===== src/cdpc_pkg.sv =====
// Shared constants and types for the counter pair block.
// Assumes an APB slave with 32-bit data and word-aligned registers.
package cdpc_pkg;
   // Register indices; byte address is four times the index
   localparam logic [3:0] IDX_SHORT_CTRL = 4'h0;
   localparam logic [3:0] IDX_SHARED_CTRL = 4'h1;
   localparam logic [3:0] IDX_LONG_CTRL = 4'h2;
   localparam logic [3:0] IDX_PAIR_CTRL = 4'h3;
   localparam logic [3:0] IDX_SHORT_HIGH = 4'h4;
   localparam logic [3:0] IDX_SHORT_LOW = 4'h5;
   localparam logic [3:0] IDX_LONG_UPPER = 4'h6;
   localparam logic [3:0] IDX_LONG_LOWER = 4'h7;
   localparam logic [3:0] IDX_CAPTURE = 4'h8;
   localparam logic [3:0] IDX_IRQ_STATUS = 4'h9;
   localparam logic [3:0] IDX_IRQ_MASK = 4'hA;
   localparam logic [3:0] IDX_LAST = 4'hA;
   // Bit positions in the control registers
   localparam int BIT_LONG_EN = 7;
   localparam int BIT_SHORT_EN = 6;
   localparam int BIT_LOCKSTEP = 5;
   localparam int BIT_OWN_EN = 7;
   localparam int BIT_ONE_SHOT = 6;
   localparam int BIT_TIMEOUT = 5;
   // Event bit positions in status and mask
   localparam int EV_SHORT_TC = 0;
   localparam int EV_LONG_TC = 1;
   localparam int EV_CAPTURE = 2;
   // Reset values and the demod wrap value
   localparam logic [7:0] RST_CTRL = 8'h00;
   localparam logic [7:0] RST_RELOAD = 8'h00;
   localparam logic [15:0] RST_COUNT = 16'h0000;
   localparam logic [2:0] RST_EVENTS = 3'h0;
   localparam logic [15:0] LONG_WRAP = 16'hFFFF;
   // Output submode encodings
   typedef enum logic [1:0] {
      SUB_NORMAL = 2'b00,
      SUB_ALTERNATE = 2'b01,
      SUB_FORCE_LOW = 2'b10,
      SUB_FORCE_HIGH = 2'b11
   } cdpc_submode_type;
   // Shared control register layout
   typedef struct packed {
      logic demod;
      logic spare;
      logic edge_fall;
      logic edge_rise;
      cdpc_submode_type submode;
      logic init_short;
      logic init_long;
   } cdpc_shared_type;
   // One bit per interrupt event
   typedef struct packed {
      logic capture;
      logic long_tc;
      logic short_tc;
   } cdpc_event_type;
endpackage : cdpc_pkg


===== src/cdpc_pin_sync.sv =====
// Three-stage pin synchroniser with agreement filter and edge pulses.
// Assumes the pin is asynchronous to the clock.
`timescale 1ns/1ps
module cdpc_pin_sync (
   input wire logic clk_in,
   input wire logic rst_in,
   input wire logic ce_in,
   input wire logic pin_in,
   output logic rise_out,
   output logic fall_out
);
   logic meta_reg; // First stage, read only by the second
   logic sync_reg; // Second stage
   logic late_reg; // Third stage
   logic level_reg; // Accepted level
   wire agree = (sync_reg == late_reg);
   // Level changes only once two late stages agree
   always_ff @(posedge clk_in or posedge rst_in) begin
      if (rst_in) begin
         meta_reg <= 1'b0;
         sync_reg <= 1'b0;
         late_reg <= 1'b0;
         level_reg <= 1'b0;
      end else if (ce_in) begin
         meta_reg <= pin_in;
         sync_reg <= meta_reg;
         late_reg <= sync_reg;
         if (agree) begin
            level_reg <= late_reg;
         end
      end
   end
   // Pulses last one cycle, the cycle before the level updates
   assign rise_out = ce_in & agree & late_reg & ~level_reg;
   assign fall_out = ce_in & agree & ~late_reg & level_reg;
endmodule : cdpc_pin_sync


===== src/cdpc_irq.sv =====
// Sticky event status, mask and single level interrupt.
// Assumes set and clear vectors come from the same clock domain.
`timescale 1ns/1ps
module cdpc_irq
   import cdpc_pkg::*;
(
   input wire logic clk_in,
   input wire logic rst_in,
   input wire logic ce_in,
   input wire cdpc_pkg::cdpc_event_type set_in,
   input wire cdpc_pkg::cdpc_event_type clr_in,
   input wire logic mask_wr_in,
   input wire cdpc_pkg::cdpc_event_type mask_in,
   output cdpc_pkg::cdpc_event_type status_out,
   output cdpc_pkg::cdpc_event_type mask_out,
   output logic irq_out
);
   import cdpc_pkg::*;
   cdpc_event_type status_reg; // Sticky flags
   cdpc_event_type mask_reg; // Interrupt enables
   // Set wins over a clear in the same cycle
   wire cdpc_event_type status_next = (status_reg & ~clr_in) | set_in;
   // Flags and mask
   always_ff @(posedge clk_in or posedge rst_in) begin
      if (rst_in) begin
         status_reg <= RST_EVENTS;
         mask_reg <= RST_EVENTS;
      end else if (ce_in) begin
         status_reg <= status_next;
         if (mask_wr_in) begin
            mask_reg <= mask_in;
         end
      end
   end
   assign status_out = status_reg;
   assign mask_out = mask_reg;
   assign irq_out = |(status_reg & mask_reg);
endmodule : cdpc_irq


===== src/cdpc_top.sv =====
// Counter pair: 8-bit short and 16-bit long counter with APB registers.
// Assumes an APB master on MCLK_IN and a carrier pin from outside.
// How it works
// RULE_01 - Pair register: enables bits 7,6, lockstep 5
// RULE_02 - Single-edge demod: first edge only, keep counting
// RULE_03 - Short timeout captures long count, no reload
// RULE_04 - Rewriting one-shot bit re-arms next edge
// RULE_05 - Long zero wraps to all ones, flags
// RULE_06 - Software uses alternating only in transmit
// RULE_07 - Alternating starts with whichever counter enabled
// RULE_08 - Short start takes initial level, reload by level
// RULE_09 - Short end disables short, starts long
// RULE_10 - Long end stops long, restarts short
// RULE_11 - Either terminal count may interrupt when masked in
// RULE_12 - Submode 00 ends alternating, counters independent
// RULE_13 - Software stops counters before alternating mode
// RULE_14 - Submode 10 forces long low, 11 high
// RULE_15 - Long timeout flag clears by writing one
// RULE_16 - Multi-edge demod captures and reloads every edge
// RULE_17 - Lockstep starts both counters on one edge
//
// The APB slave port is this design's own decision.
`timescale 1ns/1ps
module cdpc_top
   import cdpc_pkg::*;
(
   input wire logic MCLK_IN,
   input wire logic RST_IN,
   input wire logic CE_IN,
   input wire logic PSEL_IN,
   input wire logic PENABLE_IN,
   input wire logic PWRITE_IN,
   input wire logic [7:0] PADDR_IN,
   input wire logic [31:0] PWDATA_IN,
   output logic [31:0] PRDATA_OUT,
   output logic PREADY_OUT,
   output logic PSLVERR_OUT,
   input wire logic CARRIER_IN,
   output logic SHORT_COUNTER_OUTPUT_OUT,
   output logic LONG_COUNTER_OUTPUT_OUT,
   output logic IRQ_OUT
);
   import cdpc_pkg::*;

   // Software-visible registers
   logic [7:0] short_counter_control_reg; // Bit 6 selects modulo-N
   cdpc_shared_type shared_counter_control_reg; // Mode, edges, submode, levels
   logic [7:0] long_counter_control_reg; // Bit 6 one-shot
   logic lockstep_reg; // Pair lockstep option
   logic [7:0] short_high_reload_reg;
   logic [7:0] short_low_reload_reg;
   logic [7:0] long_reload_upper_reg;
   logic [7:0] long_reload_lower_reg;
   logic [15:0] capture_reg; // Captured long count
   logic [31:0] prdata_reg; // Read data, loaded in setup
   // Counter state
   logic short_en_reg;
   logic long_en_reg;
   logic [7:0] short_counter_reg;
   logic [15:0] long_counter_reg;
   logic short_out_reg;
   logic long_out_reg;
   logic armed_reg; // One-shot demod may still take an edge
   // Interrupt block and pin synchroniser wires
   cdpc_event_type ev_set;
   cdpc_event_type ev_clr;
   cdpc_event_type ev_status;
   cdpc_event_type ev_mask;
   logic carrier_rise;
   logic carrier_fall;

   // APB decode
   wire [3:0] idx = PADDR_IN[5:2];
   wire addr_ok = (PADDR_IN[1:0] == 2'b00) && (PADDR_IN[7:6] == 2'b00) && (idx <= IDX_LAST);
   wire access = PSEL_IN & PENABLE_IN & CE_IN;
   wire wr = access & PWRITE_IN & addr_ok;
   wire setup_rd = PSEL_IN & ~PENABLE_IN & ~PWRITE_IN;
   wire wr_short_ctrl = wr & (idx == IDX_SHORT_CTRL);
   wire wr_shared = wr & (idx == IDX_SHARED_CTRL);
   wire wr_long_ctrl = wr & (idx == IDX_LONG_CTRL);
   wire wr_pair = wr & (idx == IDX_PAIR_CTRL);
   wire wr_status = wr & (idx == IDX_IRQ_STATUS);
   wire wr_mask = wr & (idx == IDX_IRQ_MASK);
   wire sw_en_wr = wr_short_ctrl | wr_long_ctrl | wr_pair;
   // Frozen clock enable also stalls the bus
   assign PREADY_OUT = CE_IN;
   assign PSLVERR_OUT = PSEL_IN & PENABLE_IN & ~addr_ok;

   // Mode decode
   wire demod = shared_counter_control_reg.demod;
   wire transmit = ~demod;
   wire short_modulo = short_counter_control_reg[BIT_ONE_SHOT];
   wire one_shot = long_counter_control_reg[BIT_ONE_SHOT];
   wire [15:0] long_reload = {long_reload_upper_reg, long_reload_lower_reg};
   // RULE_12 submode 00 clears this
   wire alt = transmit & (shared_counter_control_reg.submode == SUB_ALTERNATE);
   wire force_lo = transmit & (shared_counter_control_reg.submode == SUB_FORCE_LOW);
   wire force_hi = transmit & (shared_counter_control_reg.submode == SUB_FORCE_HIGH);

   // Terminal counts
   wire short_tc = short_en_reg & (short_counter_reg == 8'h00);
   wire long_zero = long_en_reg & (long_counter_reg == RST_COUNT);
   wire long_tc_tx = transmit & long_zero;

   // Software enable requests
   // RULE_17 lockstep joins both enables
   wire both_req = PWDATA_IN[BIT_LONG_EN] | PWDATA_IN[BIT_SHORT_EN];
   wire pair_short = PWDATA_IN[BIT_LOCKSTEP] ? both_req : PWDATA_IN[BIT_SHORT_EN];
   wire pair_long = PWDATA_IN[BIT_LOCKSTEP] ? both_req : PWDATA_IN[BIT_LONG_EN];
   wire own_lock_on = lockstep_reg & PWDATA_IN[BIT_OWN_EN];

   // Next enables: software first, then hand-offs and single-pass stops
   logic short_en_next;
   logic long_en_next;
   always_comb begin
      short_en_next = short_en_reg;
      long_en_next = long_en_reg;
      // RULE_01 enable written by software
      if (wr_pair) begin
         short_en_next = pair_short;
         long_en_next = pair_long;
      end else if (wr_short_ctrl) begin
         short_en_next = PWDATA_IN[BIT_OWN_EN];
         if (own_lock_on) begin
            long_en_next = 1'b1;
         end
      end else if (wr_long_ctrl) begin
         long_en_next = PWDATA_IN[BIT_OWN_EN];
         if (own_lock_on) begin
            short_en_next = 1'b1;
         end
      end else begin
         // RULE_09 short end hands off to long
         if (short_tc & (alt | ~short_modulo)) begin
            short_en_next = 1'b0;
         end
         if (alt & short_tc) begin
            long_en_next = 1'b1;
         end
         // RULE_10 long end hands back to short
         if (long_tc_tx & (alt | one_shot)) begin
            long_en_next = 1'b0;
         end
         if (alt & long_tc_tx & ~short_tc) begin
            short_en_next = 1'b1;
         end
      end
   end
   // RULE_07 start is whichever enable rises
   wire short_start = short_en_next & ~short_en_reg;
   wire long_start = long_en_next & ~long_en_reg;

   // Demodulation edge handling
   wire edge_hit = (shared_counter_control_reg.edge_rise & carrier_rise) |
                   (shared_counter_control_reg.edge_fall & carrier_fall);
   // RULE_16 every edge when one-shot is clear
   // RULE_02 only the armed first edge when set
   wire edge_cap = demod & long_en_reg & edge_hit & (~one_shot | armed_reg);
   // RULE_03 short timeout captures without reload
   wire tmo_cap = demod & long_en_reg & one_shot & short_tc;
   logic armed_next;
   always_comb begin
      armed_next = armed_reg;
      // RULE_04 writing zero re-arms for the next edge
      if (~one_shot | long_start) begin
         armed_next = 1'b1;
      end else if (edge_cap) begin
         armed_next = 1'b0;
      end
   end

   // Short counter next value
   wire [7:0] short_pick_init = shared_counter_control_reg.init_short ? short_high_reload_reg : short_low_reload_reg;
   wire [7:0] short_pick_next = short_out_reg ? short_low_reload_reg : short_high_reload_reg;
   logic [7:0] short_counter_next;
   logic short_out_next;
   always_comb begin
      short_counter_next = short_counter_reg;
      short_out_next = short_out_reg;
      if (short_start) begin
         // RULE_08 initial level and reload by that level
         short_out_next = shared_counter_control_reg.init_short;
         short_counter_next = short_pick_init;
      end else if (~short_en_reg) begin
         // Idle level is the opposite, so start shows an edge
         short_out_next = ~shared_counter_control_reg.init_short;
      end else if (short_tc) begin
         short_out_next = ~short_out_reg;
         short_counter_next = short_pick_next;
      end else begin
         short_counter_next = short_counter_reg - 8'h01;
      end
   end

   // Long counter next value
   logic [15:0] long_counter_next;
   logic long_out_next;
   always_comb begin
      long_counter_next = long_counter_reg;
      long_out_next = long_out_reg;
      if (long_start) begin
         // RULE_09 long loads both reload bytes
         long_counter_next = long_reload;
         long_out_next = shared_counter_control_reg.init_long;
      end else if (~long_en_reg) begin
         long_out_next = ~shared_counter_control_reg.init_long;
      end else if (demod) begin
         if (edge_cap) begin
            long_counter_next = long_reload;
         end else if (long_zero) begin
            // RULE_05 wrap and keep counting
            long_counter_next = LONG_WRAP;
         end else begin
            long_counter_next = long_counter_reg - 16'h0001;
         end
      end else if (long_zero) begin
         long_out_next = ~long_out_reg;
         long_counter_next = long_reload;
      end else begin
         long_counter_next = long_counter_reg - 16'h0001;
      end
      // RULE_14 forced levels override at once
      if (force_lo) begin
         long_out_next = 1'b0;
      end else if (force_hi) begin
         long_out_next = 1'b1;
      end
   end

   // Events feeding the sticky status
   // RULE_11 both terminal counts are events
   // One driver per vector: capture, long timeout, short timeout
   assign ev_set = {edge_cap | tmo_cap, long_zero, short_tc};
   // RULE_15 write one clears the long timeout
   assign ev_clr = {wr_status & PWDATA_IN[EV_CAPTURE],
                    (wr_status & PWDATA_IN[EV_LONG_TC]) | (wr_long_ctrl & PWDATA_IN[BIT_TIMEOUT]),
                    wr_status & PWDATA_IN[EV_SHORT_TC]};

   // Read multiplexer
   logic [31:0] rd_mux;
   always_comb begin
      case (idx)
         IDX_SHORT_CTRL: rd_mux = {24'h000000, short_en_reg, short_counter_control_reg[6:0]};
         IDX_SHARED_CTRL: rd_mux = {24'h000000, shared_counter_control_reg};
         IDX_LONG_CTRL: rd_mux = {24'h000000, long_en_reg, long_counter_control_reg[6], ev_status.long_tc,
                                  long_counter_control_reg[4:0]};
         IDX_PAIR_CTRL: rd_mux = {24'h000000, long_en_reg, short_en_reg, lockstep_reg, 5'h00};
         IDX_SHORT_HIGH: rd_mux = {24'h000000, short_high_reload_reg};
         IDX_SHORT_LOW: rd_mux = {24'h000000, short_low_reload_reg};
         IDX_LONG_UPPER: rd_mux = {24'h000000, long_reload_upper_reg};
         IDX_LONG_LOWER: rd_mux = {24'h000000, long_reload_lower_reg};
         IDX_CAPTURE: rd_mux = {16'h0000, capture_reg};
         IDX_IRQ_STATUS: rd_mux = {29'h00000000, ev_status};
         IDX_IRQ_MASK: rd_mux = {29'h00000000, ev_mask};
         default: rd_mux = 32'h00000000;
      endcase
   end

   // Configuration registers written by software
   always_ff @(posedge MCLK_IN or posedge RST_IN) begin
      if (RST_IN) begin
         short_counter_control_reg <= RST_CTRL;
         shared_counter_control_reg <= RST_CTRL;
         long_counter_control_reg <= RST_CTRL;
         lockstep_reg <= 1'b0;
         short_high_reload_reg <= RST_RELOAD;
         short_low_reload_reg <= RST_RELOAD;
         long_reload_upper_reg <= RST_RELOAD;
         long_reload_lower_reg <= RST_RELOAD;
      end else if (wr) begin
         case (idx)
            IDX_SHORT_CTRL: short_counter_control_reg <= PWDATA_IN[7:0];
            IDX_SHARED_CTRL: shared_counter_control_reg <= PWDATA_IN[7:0];
            IDX_LONG_CTRL: long_counter_control_reg <= PWDATA_IN[7:0];
            IDX_PAIR_CTRL: lockstep_reg <= PWDATA_IN[BIT_LOCKSTEP];
            IDX_SHORT_HIGH: short_high_reload_reg <= PWDATA_IN[7:0];
            IDX_SHORT_LOW: short_low_reload_reg <= PWDATA_IN[7:0];
            IDX_LONG_UPPER: long_reload_upper_reg <= PWDATA_IN[7:0];
            IDX_LONG_LOWER: long_reload_lower_reg <= PWDATA_IN[7:0];
            default: lockstep_reg <= lockstep_reg;
         endcase
      end
   end

   // Counter state and read data
   always_ff @(posedge MCLK_IN or posedge RST_IN) begin
      if (RST_IN) begin
         short_en_reg <= 1'b0;
         long_en_reg <= 1'b0;
         short_counter_reg <= RST_RELOAD;
         long_counter_reg <= RST_COUNT;
         short_out_reg <= 1'b0;
         long_out_reg <= 1'b0;
         armed_reg <= 1'b1;
         capture_reg <= RST_COUNT;
         prdata_reg <= 32'h00000000;
      end else if (CE_IN) begin
         short_en_reg <= short_en_next;
         long_en_reg <= long_en_next;
         short_counter_reg <= short_counter_next;
         long_counter_reg <= long_counter_next;
         short_out_reg <= short_out_next;
         long_out_reg <= long_out_next;
         armed_reg <= armed_next;
         if (edge_cap | tmo_cap) begin
            capture_reg <= long_counter_reg;
         end
         if (setup_rd) begin
            prdata_reg <= addr_ok ? rd_mux : 32'h00000000;
         end
      end
   end

   // Carrier pin from outside the clock domain
   cdpc_pin_sync u_sync (
      .clk_in(MCLK_IN),
      .rst_in(RST_IN),
      .ce_in(CE_IN),
      .pin_in(CARRIER_IN),
      .rise_out(carrier_rise),
      .fall_out(carrier_fall)
   );
   // Sticky status, mask and interrupt line
   cdpc_irq u_irq (
      .clk_in(MCLK_IN),
      .rst_in(RST_IN),
      .ce_in(CE_IN),
      .set_in(ev_set),
      .clr_in(ev_clr),
      .mask_wr_in(wr_mask),
      .mask_in(PWDATA_IN[2:0]),
      .status_out(ev_status),
      .mask_out(ev_mask),
      .irq_out(IRQ_OUT)
   );

   assign PRDATA_OUT = prdata_reg;
   assign SHORT_COUNTER_OUTPUT_OUT = short_out_reg;
   assign LONG_COUNTER_OUTPUT_OUT = long_out_reg;

   // Checks beside the logic
   a_pair_enables: assert property (@(posedge MCLK_IN) disable iff (RST_IN) // RULE_01
      (wr_pair & ~PWDATA_IN[BIT_LOCKSTEP]) |=> (short_en_reg == $past(PWDATA_IN[BIT_SHORT_EN])) &&
      (long_en_reg == $past(PWDATA_IN[BIT_LONG_EN])))
      else $error("pair enables not taken from write");
   a_edge_ignored: assert property (@(posedge MCLK_IN) disable iff (RST_IN) // RULE_02
      (CE_IN & demod & long_en_reg & one_shot & ~armed_reg & edge_hit & ~short_tc) |=> $stable(capture_reg))
      else $error("later edge captured in one-shot mode");
   a_timeout_capture: assert property (@(posedge MCLK_IN) disable iff (RST_IN) // RULE_03
      (CE_IN & tmo_cap & ~edge_cap & ~sw_en_wr & (long_counter_reg != RST_COUNT)) |=>
      (capture_reg == $past(long_counter_reg)) && (long_counter_reg == $past(long_counter_reg) - 16'h0001))
      else $error("timeout capture wrong or reloaded");
   a_rearm_edge: assert property (@(posedge MCLK_IN) disable iff (RST_IN) // RULE_04
      (CE_IN & ~one_shot) |=> armed_reg)
      else $error("one-shot not re-armed");
   a_demod_wrap: assert property (@(posedge MCLK_IN) disable iff (RST_IN) // RULE_05
      (CE_IN & demod & long_zero & ~edge_cap & ~sw_en_wr) |=> (long_counter_reg == LONG_WRAP) && ev_status.long_tc)
      else $error("long counter did not wrap with flag");
   a_short_init: assert property (@(posedge MCLK_IN) disable iff (RST_IN) // RULE_08
      (CE_IN & short_start) |=> (SHORT_COUNTER_OUTPUT_OUT == $past(shared_counter_control_reg.init_short)))
      else $error("short output not at initial level");
   a_hand_long: assert property (@(posedge MCLK_IN) disable iff (RST_IN) // RULE_09
      (CE_IN & alt & short_tc & ~long_en_reg & ~sw_en_wr) |=> ~short_en_reg && long_en_reg &&
      (long_counter_reg == $past(long_reload)))
      else $error("short end did not start long");
   a_hand_short: assert property (@(posedge MCLK_IN) disable iff (RST_IN) // RULE_10
      (CE_IN & alt & long_tc_tx & ~short_tc & ~sw_en_wr) |=> short_en_reg && ~long_en_reg)
      else $error("long end did not restart short");
   a_force_level: assert property (@(posedge MCLK_IN) disable iff (RST_IN) // RULE_14
      (CE_IN & (force_lo | force_hi)) |=> (LONG_COUNTER_OUTPUT_OUT == $past(force_hi)))
      else $error("long output not forced");
   a_timeout_flag: assert property (@(posedge MCLK_IN) disable iff (RST_IN) // RULE_15
      (CE_IN & ev_status.long_tc & ~ev_clr.long_tc) |=> ev_status.long_tc)
      else $error("timeout flag cleared without write");
   a_every_edge: assert property (@(posedge MCLK_IN) disable iff (RST_IN) // RULE_16
      (CE_IN & edge_cap & ~one_shot & ~sw_en_wr) |=> (long_counter_reg == $past(long_reload)))
      else $error("edge did not reload long counter");
   a_lockstep_start: assert property (@(posedge MCLK_IN) disable iff (RST_IN) // RULE_17
      (wr_pair & PWDATA_IN[BIT_LOCKSTEP]) |=> (short_en_reg == long_en_reg))
      else $error("lockstep enables diverge");
endmodule : cdpc_top


===== config.mk =====
export PLATFORM = sky130hd
export DESIGN_NAME = cdpc_top
export DESIGN_NICKNAME = d
export VERILOG_FILES = /design/src/cdpc_pkg.sv /design/src/cdpc_pin_sync.sv /design/src/cdpc_irq.sv /design/src/cdpc_top.sv
export SDC_FILE = /design/constraint.sdc
export NUM_CORES = 1
export LEC_CHECK = 0
export ABC_AREA = 1
export BUFFER_PORTS_ARGS = -buffer_cell sky130_fd_sc_hd__buf_4
export CAP_MARGIN = 25
export CORE_MARGIN = 4
export CORE_UTILIZATION = 45
export CTS_CLUSTER_DIAMETER = 60
export DETAILED_ROUTE_END_ITERATION = 10
export GPL_TIMING_DRIVEN = 0
export PLACE_DENSITY = 0.68
export SYNTH_ARGS = -nofsm -noshare
export SYNTH_HDL_FRONTEND = slang
export SYNTH_SLANG_ARGS = --single-unit
export TNS_END_PERCENT = 50

===== constraint.sdc =====
create_clock -name MCLK_IN -period 4.13 [get_ports MCLK_IN]
set_input_delay 0.413 -clock MCLK_IN [delete_from_list [all_inputs] [get_ports MCLK_IN]]
set_output_delay 0.413 -clock MCLK_IN [all_outputs]
set_load 0.005 [all_outputs]

==> results.py, run 1 <==
metrics = {
    "timing": {
        "slew_viol_final": 0,
        "final_hold_viol_count": 0,
        "period_share_pct": 61.5,
        "fin_ws_ps": 1590,
        "rsz0062_at_grt": "no",
        "tightest_slew_ps": 796,
        "setup_viol": 0,
        "maxSlewHeadroom_pct": 46.5,
        "finClkSkew_ps": 5.53,
        "layout_min_cycle_time_ps": 2540,
        "max_freq_mhz": 394,
    },
    "power": {
        "peakVddDrop_v": 0.000264,
        "p_leak_nw": 4.41,
        "power_density_mw_per_mm2": 430,
        "power_w": 0.00371,
    },
    "clocking": {
        "postCtsResizedCells": 0,
        "cts-buffers-inserted": 17,
        "clk_pin_slew_worst_paths_ps": 60,
        "clk_latency_ps": 430,
        "cts_max_level": 4,
        "post_cts.repair.setup_buffers": 0,
        "cts.sinks": 125,
        "cts_buffer_depth": 2,
        "cts_tree": "yes",
        "cts_root_buffer": "clkbuf_16",
        "hold_buffers": 1,
    },
    "final_layout": {
        "layout-drive-gt1-share_pct": 11.9,
        "fin_util_pct": 54.1,
        "multi_input_area_sq_mm": 0.00353,
        "antenna_cells": 0,
        "syn2layout_area_growth_pct": 17.2,
        "finish.net_count": 1180,
        "num-fill-cells": 1587,
        "ff_latch_area_sq_mm": 0.00313,
    },
    "drt": {
        "drt_iter0_markers": 778,
        "via_per_inst": 5.33,
        "avgRoutedWirePerCell_um": 16.6,
        "via_count": 7244,
        "firstDrtPassIters": 5,
        "drtAntennaViolNets": 0,
        "drc": 0,
        "routed_wl_um": 22600,
    },
    "min_path": {
        "holdPathStages": 3,
        "hp-start": "CARRIER_IN",
        "hold_path.class": "primary input to register",
        "min_to": "u_sync.meta_reg",
    },
    "die": {
        "std_cell_rows": 46,
        "die_x_um": 136,
        "die-area_sq_mm": 0.0185,
        "die_height_um": 136,
        "core_area_sq_mm": 0.0159,
        "ioPinCount": 84,
        "start_util_pct": 46.1,
    },
    "yosys": {
        "yosysSeqAreaShare_pct": 42.5,
        "ys_types": 42,
        "post_synth.cell_area_avg_sq_um": 7.01,
        "syn-instance-count": 1050,
        "syn_area_sq_mm": 0.00736,
        "ys_seq_elements": 125,
        "yosys_warnings": 0,
    },
    "setup_path": {
        "reg2reg_slack_ps": 1590,
        "endpoint_kind": "register",
        "reg2reg_from": "long_counter_reg[0]",
        "worstPathArrival_ps": 2860,
        "worstSetupStartpoint": "long_counter_reg[0]",
        "r2r_cells": 16,
        "cp_max_fo": 10,
        "rr_endpoint": "short_counter_reg[2]",
        "startpoint_type": "register",
        "critPathRequiredTime_ps": 4450,
        "worstSetupPathType": "register to register",
    },
    "status": {
        "status": "completed",
    },
    "grt": {
        "antenna_found_initial": 0,
        "gr-total-overflow": 0,
        "grt_pass1_wl_um": 35400,
        "grt_start_max_net_pins": 89,
        "grt_usage_pct": 25.1,
        "grt_pass1_vias": 6711,
    },
    "place": {
        "gp_congestion": 1.00,
        "hpwl_um": 17100,
        "dp_slack_ps": 1650,
        "io_buffers": 43,
    },
    "flow_run": {
        "max_cap_violations": 0,
    },
}
-- logic make-up (layout without fill, tap and decap cells) --
| family | Yosys count | in the layout | synth area share, % |
|---|---|---|---|
| simple gates | 525 | 525 | 29.3 |
| compound gates | 204 | 204 | 15.3 |
| buf+inv | 176 | 253 | 10.3 |
| flops | 125 | 125 | 42.5 |
| xor+xnor | 13 | 13 | 1.55 |
| fa+ha+maj | 4 | 4 | 0.680 |
| mux | 2 | 2 | 0.306 |
| other cells | 1 | 16 | 0.0510 |
-- where the power goes --
part | switching [W] | total (W) | internal (W)
clock network | 0.000591 | 0.00148 | 0.000886
logic | 0.000512 | 0.000826 | 0.000314
registers | 0.0000879 | 0.00140 | 0.00131
-- cell usage in the layout, fill, tap and decap left out, types with 5 or more instances in the layout --
| cell | instances |
|---|---|
| a21oi_1 | 22 |
| a221oi_1 | 8 |
| buf_4 | 63 |
| clkbuf_1 | 26 |
| clkbuf_16 | 17 |
| conb_1 | 16 |
| dfrtp_1 | 124 |
| inv_1 | 114 |
| inv_2 | 8 |
| nand2_1 | 381 |
| nand2_2 | 9 |
| nand3_1 | 33 |
| nand4_1 | 16 |
| nor2_1 | 66 |
| nor3_1 | 5 |
| o21ai_0 | 142 |
| o22ai_1 | 15 |
| xor2_1 | 12 |
-- cell usage after synthesis (all sizes together) --
cell type,count,area (sq um)
a21oi,24,135
a221oi,8,70.1
a31oi,2,12.5
buf,26,193
clkbuf,25,93.8
clkinv,2,7.51
conb,1,3.75
dfrtp,124,3100
dfstp,1,26.3
ha,4,50.1
inv,123,462
mux2,2,22.5
nand2,392,1510
nand3,36,203
nand4,16,100
nor2,71,284
nor3,5,25.0
nor3b,1,7.51
nor4,3,18.8
o2111ai,4,35.0
o211ai,2,15.0
o21ai,144,721
o21bai,1,11.3
o221ai,2,17.5
o22ai,15,93.8
o32ai,1,8.76
o41ai,1,8.76
or2,1,6.26
xnor2,1,8.76
xor2,12,105
-- routing by layer --
metal | routed length, um | GRT usage (%) | up-vias
met5 | 0 | 0 | -
met4 | 608 | 9.63 | 0
met3 | 2190 | 7.25 | 48
met2 | 9780 | 37.2 | 331
met1 | 9980 | 34.9 | 3374
li1 | - | - | 3491
-- how the worst max path moves through the flow --
stage / end / slack, ps / cells past startpoint
5_1_grt: short_counter_reg[5] / 1440 / 16
2_1_floorplan: LONG_COUNTER_OUTPUT_OUT / 390 / 1
6_report: short_counter_reg[2] / 1590 / 16
3_5_place_dp: long_counter_reg[11] / 1650 / 16
3_3_place_gp: PRDATA_OUT[9] / -1230 / 2
4_1_cts: short_counter_reg[4] / 1660 / 16
-- per-stage QoR --
step	hold WS, ps	setup TNS, ps	std cells	cell area [sq um]
after floorplan	442	0	1065	7410
after global placement	457	-150820	1324	8010
after detailed placement	438	0	1325	8040
after CTS	169	0	1358	8620
after global routing	198	0	1358	8620
final	177	0	1358	8620
-- layout make-up --
type / count / area share, %
multi-input combinational: 764 / 40.9
inverter: 125 / 5.50
clock inverter: 14 / 1.68
tap: 216 / 3.13
clock buffer: 18 / 4.98
buffer: 51 / 3.32
sequential: 125 / 36.3
timing repair buffer: 45 / 4.18
-- critical path: stages, from the launching register on --
cell	delay, ps
dfrtp_1	430
inv_1	150
ha_1	190
nand2_1	60
inv_1	50
nand2_1	40
nor2_1	180
nand2_1	260
o21ai_0	260
a21oi_1	110
o21bai_2	150
buf_6	160
nand3_4	130
nand2_1	100
nand2_1	60
nand2_1	50
nand2_1	50
(Power assumes the default switching activity.)
==> inputs of run 2 (changes only) <==
Settings changed: ABC_AREA 1 to 0, PLACE_DENSITY 0.68 to 0.71.
Clock period 4.13 ns to 2.2 ns, I/O delays scaled along.
==> results.py, run 2 <==
metrics = {
    "grt": {
        "gr-total-overflow": 0,
        "antenna_found_initial": 0,
        "grt_start_max_net_pins": 40,
        "grt_usage_pct": 25.6,
        "grt_pass1_vias": 6073,
        "grt_pass1_wl_um": 35200,
    },
    "place": {
        "placed_area_sq_mm": 0.00773,
        "hpwl_um": 16200,
        "gp_congestion": 0.970,
        "io_buffers": 41,
    },
    "status": {
        "violations": "negative setup slack",
        "status": "complete, but fails checks",
    },
    "drt": {
        "drt_iter0_markers": 642,
        "drtAntennaViolNets": 0,
        "drc": 0,
        "firstDrtPassIters": 5,
        "highest_layer": "met4",
        "dr_wl_met3_um": 1240,
        "dr_wl_met2_um": 11300,
        "via_count": 6207,
        "via_per_inst": 6.06,
        "avgRoutedWirePerCell_um": 22.4,
        "drt-met1-wl_um": 9660,
        "routed_wl_um": 22900,
    },
    "yosys": {
        "yosys-top-cells-area": "dfrtp_1, mux2_2, nand2_1",
        "synthArstFlopShare_pct": 100,
        "post_synth.cell_area_avg_sq_um": 10.1,
        "ys_top_cells_by_count": "dfrtp_1, mux2_2, nand2_1",
        "syn-instance-count": 694,
        "synth_top_area_share_pct": 44.1,
        "ys_types": 76,
        "yosysSeqAreaShare_pct": 44.4,
        "yosysTopAreaCell": "dfrtp_1",
        "synth.most_common_cell": "dfrtp_1",
        "syn_area_sq_mm": 0.00704,
        "ys.flop_type": "dfrtp_1",
        "ys_seq_elements": 125,
        "synth_edf_count": 0,
        "yosys_warnings": 0,
    },
    "clocking": {
        "clk_latency_ps": 430,
        "cts_tree": "yes",
        "cts-buffers-inserted": 17,
        "clk_pin_slew_worst_paths_ps": 60,
        "cts_buffer_depth": 2,
        "cts_max_level": 4,
        "cts.sinks": 125,
        "cts_root_buffer": "clkbuf_16",
    },
    "timing": {
        "finClkSkew_ps": 10.8,
        "period_share_pct": 114,
        "max_freq_mhz": 399,
        "fin_ws_ps": -307,
        "layout_min_cycle_time_ps": 2510,
        "tightest_slew_ps": 1000,
        "rsz0062_at_grt": "yes",
        "setup_viol": 45,
        "final_hold_viol_count": 0,
        "slew_viol_final": 0,
        "maxSlewHeadroom_pct": 33.0,
    },
    "die": {
        "ioPinCount": 84,
        "die_x_um": 133,
        "start_util_pct": 46.2,
        "std_cell_rows": 45,
        "core_area_sq_mm": 0.0153,
        "die_height_um": 133,
        "die-area_sq_mm": 0.0177,
    },
    "setup_path": {
        "critPathRequiredTime_ps": 2540,
        "worstPathArrival_ps": 2850,
        "startpoint_type": "register",
        "cp_max_fo": 4,
        "worstSetupPathType": "register to register",
        "endpoint_kind": "register",
    },
    "power": {
        "p_int_w": 0.00518,
        "p_leak_nw": 4.02,
        "peakVddDrop_v": 0.000654,
        "p_sw_share_pct": 34.6,
        "seqPwrFrac_pct": 38.0,
        "power_density_mw_per_mm2": 890,
        "pwr-share-clk_pct": 34.7,
        "power.switching_w": 0.00274,
        "combPwrFrac_pct": 27.3,
    },
    "final_layout": {
        "finish.net_count": 852,
        "final_area_sq_mm": 0.00890,
        "layout-drive-gt1-share_pct": 33.7,
        "layout_commonest_cell": "dfrtp_1",
        "antenna_cells": 0,
        "layout_common_cells": "dfrtp_1, buf_4, mux2_2",
        "fin_util_pct": 58.3,
        "syn2layout_area_growth_pct": 26.4,
    },
    "min_path": {
        "hold_path.class": "primary input to register",
    },
    "flow_run": {
        "max_cap_violations": 0,
    },
}
## run 2: cell types whose count changed in the layout (fill, tap and decap cells not counted), sizes merged, moves of 14 or more
cell | previous run | this run
nand4 | 16 | 2
buf | 70 | 99
nor2 | 71 | 40
a22oi | 0 | 17
a22o | 0 | 19
nand2 | 392 | 66
nand3 | 36 | 10
mux2 | 2 | 79
nor3 | 5 | 19
o21ai | 144 | 50
inv | 125 | 33
mux2i | 0 | 21
## run 2: cell type report
type                       instances  area [sq um]
inverter                          29           113
clock inverter                    13           131
sequential                       125          3130
timing repair buffer              73           662
clock buffer                      19           443
fill                            1270          6360
tap                              211           264
buffer                            52           322
multi-input combinational        503          3830
## run 2: repair_timing
| action | CTS | global route |
|---|---|---|
| pin swaps | 16 | 24 |
| gates cloned | 1 | 3 |
| hold buffers | 1 | 0 |
| gates resized for setup | 46 | 54 |
| buffers inserted | 16 | 8 |
| setup endpoints to repair | 47 | 53 |
| hold endpoints to repair | 21 | 0 |
## run 2: through the flow
stage	power [W]	setup WS (ps)	hold slack, ps	setup TNS (ps)	instances
after floorplan	0.00418	-248	325	-5770	709
after global placement	0.00468	-718	458	-81590	961
after detailed placement	0.00475	-718	328	-39040	964
after CTS	0.00769	-268	25.0	-6630	1014
after global routing	0.00829	-387	30.1	-12630	1025
final	0.00792	-307	26.7	-9700	1025
## run 2: power by group through the flow
stage               combinational [W]  clock (W)  sequential [W]
finish                        0.00216    0.00275         0.00301
global route                  0.00238    0.00287         0.00304
CTS                           0.00194    0.00277         0.00298
detailed placement            0.00173          0         0.00302
global placement              0.00166          0         0.00302
floorplan                     0.00129          0         0.00288
## run 2: logic make-up after synthesis
logic type	after synthesis	share of synthesized area [%]
simple gates	190	14.1
compound gates	186	18.3
flops	125	44.4
mux	101	15.9
buf+inv	81	5.67
xor+xnor	6	0.746
fa+ha+maj	4	0.711
other cells	1	0.0533
## run 2: critical path, stage by stage, from the launching register on
cell and delay, ps:
dfrtp_2 410, or4_4 560, nand4b_4 240, o221ai_4 260, a211oi_4 110, buf_6 150
nor3_4 240, buf_6 180, o22ai_2 80, a22oi_2 210
## run 2: path summary, 6_finish.rpt
kind	startpoint	endpoint	slack [ps]	cells after the start
setup / recovery	long_counter_reg[8]	long_counter_reg[5]	-310	9
hold / removal	CARRIER_IN	u_sync.meta_reg	30	2
setup reg to reg	long_counter_reg[8]	long_counter_reg[5]	-310	9
hold reg to reg	long_counter_control_reg[3]	long_counter_control_reg[3]	480	2
max in group asynchronous	RST_IN	armed_reg	1150	4
min in group asynchronous	RST_IN	long_counter_reg[3]	440	3
## run 2: per-layer routing
metal | up-vias | GRT usage [%]
li1 | 2757 | -
met5 | - | 0
met1 | 3160 | 34.5
met3 | 44 | 4.38
met4 | 0 | 9.14
met2 | 246 | 42.0
==> inputs of run 3 (changes only) <==
Settings changed: CELL_PAD_IN_SITES_DETAIL_PLACEMENT set to 1, CELL_PAD_IN_SITES_GLOBAL_PLACEMENT set to 2, CORE_UTILIZATION 45 to 34, PLACE_DENSITY 0.71 to 0.8.
==> results.py, run 3 (synthesis gave the netlist of run 2 again) <==
metrics = {
    "clocking": {
        "cts.sinks": 125,
        "cts_buffer_depth": 2,
        "cts_tree": "yes",
        "cts_root_buffer": "clkbuf_16",
        "clk_pin_slew_worst_paths_ps": 70,
        "cts-buffers-inserted": 17,
        "cts_max_level": 4,
        "clk_latency_ps": 430,
    },
    "status": {
        "status": "complete, but fails checks",
        "violations": "negative setup slack",
    },
    "final_layout": {
        "final_cells": 1096,
        "syn2layout_area_growth_pct": 29.2,
        "finish.net_count": 864,
        "antenna_cells": 0,
        "layout-drive-gt1-share_pct": 35.5,
        "layout_commonest_cell": "dfrtp_1",
        "layout_common_cells": "dfrtp_1, buf_4, nand2_1",
    },
    "setup_path": {
        "cp_cell_sequence": "inv_1 -> ha_2 -> nand4bb_1 -> nor3_4 -> o221ai_4 -> a211oi_4 -> or2_1 -> buf_6 -> buf_8 -> o22ai_2 -> a22oi_1",
        "slowest_delay_ps": 410,
        "critical_path_buf_inv_count": 3,
        "path_delay_family": "compound AO/OA/AOI/OAI gates",
        "cp_slowest_cell": "dfrtp_1",
        "cp_max_fo": 10,
        "endpoint_kind": "register",
        "worstSetupPathType": "register to register",
        "startpoint_type": "register",
        "worstPathArrival_ps": 2930,
        "critPathRequiredTime_ps": 2540,
    },
    "die": {
        "core_area_sq_mm": 0.0203,
        "start_util_pct": 34.7,
        "die_height_um": 152,
        "die_x_um": 152,
        "std_cell_rows": 52,
        "ioPinCount": 84,
        "die-area_sq_mm": 0.0231,
    },
    "grt": {
        "grt_util_met1_pct": 28.8,
        "grt_start_max_net_pins": 42,
        "grt_pass1_wl_um": 39300,
        "grt_pass1_vias": 6487,
        "use_met3_pct": 3.21,
        "grtUsageMet2_pct": 36.9,
        "top_usage_layer": "met2",
        "grt_usage_pct": 21.7,
        "antenna_found_initial": 0,
        "gr-total-overflow": 0,
    },
    "power": {
        "power_density_mw_per_mm2": 888,
        "peakVddDrop_v": 0.000572,
        "p_leak_nw": 4.10,
        "power_w": 0.00808,
    },
    "flow_run": {
        "max_cap_violations": 0,
    },
    "timing": {
        "setup_tns_ps": -11610,
        "max_freq_mhz": 386,
        "maxSlewHeadroom_pct": 45.6,
        "tightest_slew_ps": 812,
        "layout_min_cycle_time_ps": 2590,
        "rsz0062_at_grt": "yes",
        "finClkSkew_ps": 10.1,
        "period_share_pct": 118,
        "slew_viol_final": 0,
        "setup_viol": 45,
        "final_hold_viol_count": 0,
        "fin_ws_ps": -390,
    },
    "place": {
        "dp_slack_ps": -837,
        "placed_cells": 1023,
        "gp_congestion": 0.908,
        "io_buffers": 41,
        "hpwl_um": 17900,
    },
    "drt": {
        "firstDrtPassIters": 4,
        "drt_iter0_markers": 430,
        "drtAntennaViolNets": 0,
        "avgRoutedWirePerCell_um": 23.2,
        "via_count": 6147,
        "drc": 0,
        "routed_wl_um": 25500,
        "via_per_inst": 5.61,
    },
    "min_path": {
        "hold_path.class": "primary input to register",
    },
}
==> run 3: changes by cell type in the layout (fill, tap and decap cells not counted), sizes merged <==
cell / delta
clkinvlp: +3
buf: +14
clkbuf: -3
clkdlybuf4s15: -1
bufinv: -1
==> run 3: worst register-to-register path, delay by kind of cell, from the launching register on <==
kind	cells	cell delay [ps]
buffers and inverters	3	390
flip-flops	1	410
AO/OA/AOI/OAI	4	780
AND/OR/NAND/NOR	3	710
adder cells (fa/ha/maj)	1	220
==> run 3: power by group <==
group / switching (W) / internal (W) / total (W) / leakage, nW
registers: 0.000433 / 0.00258 / 0.00302 / 1.62
clock network: 0.00117 / 0.00145 / 0.00262 / 0.253
logic: 0.00130 / 0.00114 / 0.00245 / 2.23
total: 0.00290 / 0.00518 / 0.00808 / 4.10
==> run 3: worst paths after layout <==
kind	start	endpoint	slack (ps)	depth (start not counted)
worst max register to register	short_counter_reg[0]	long_counter_reg[8]	-390	11
worst max-delay path	short_counter_reg[0]	long_counter_reg[8]	-390	11
min in group asynchronous	RST_IN	long_counter_reg[7]	420	3
worst min register to register	long_counter_control_reg[1]	long_counter_control_reg[1]	480	2
max in group asynchronous	RST_IN	long_counter_control_reg[2]	960	5
worst min-delay path	CARRIER_IN	u_sync.meta_reg	40	2
==> run 3: through the flow <==
stage                     hold slack (ps)  utilization [%]  area [sq um]
final                                36.8             44.8          9100
after global routing                 26.9             44.8          9100
after CTS                            24.2             43.0          8720
after detailed placement              318             38.5          7810
after global placement                462             38.2          7750
after floorplan                       325                -          7100
==> run 3: area by class of cell <==
type                    instances  area, sq um
fillers                      2261        11200
multi-input cells             503         3920
flip-flops and latches        125         3130
repair buffers                 85          733
clock buffers                  17          425
well taps                     270          338
plain buffers                  52          327
clock inverters                15          114
inverters                      29          113
==> run 3: what timing repair did <==
item | CTS | global route
hold endpoints to repair | 18 | 0
setup endpoints to repair | 47 | 59
buffers inserted | 17 | 21
resized for setup | 61 | 56
pin swaps | 15 | 23
cloned | 2 | 1
hold buffers | 1 | 0
==> run 3: routing by layer <==
metal | vias up | routed length, um | part of all wire (%)
met5 | - | 0 | 0
met3 | 44 | 943 | 3.7
met4 | 0 | 551 | 2.2
met2 | 155 | 12900 | 51
met1 | 3182 | 11000 | 43
li1 | 2766 | - | -
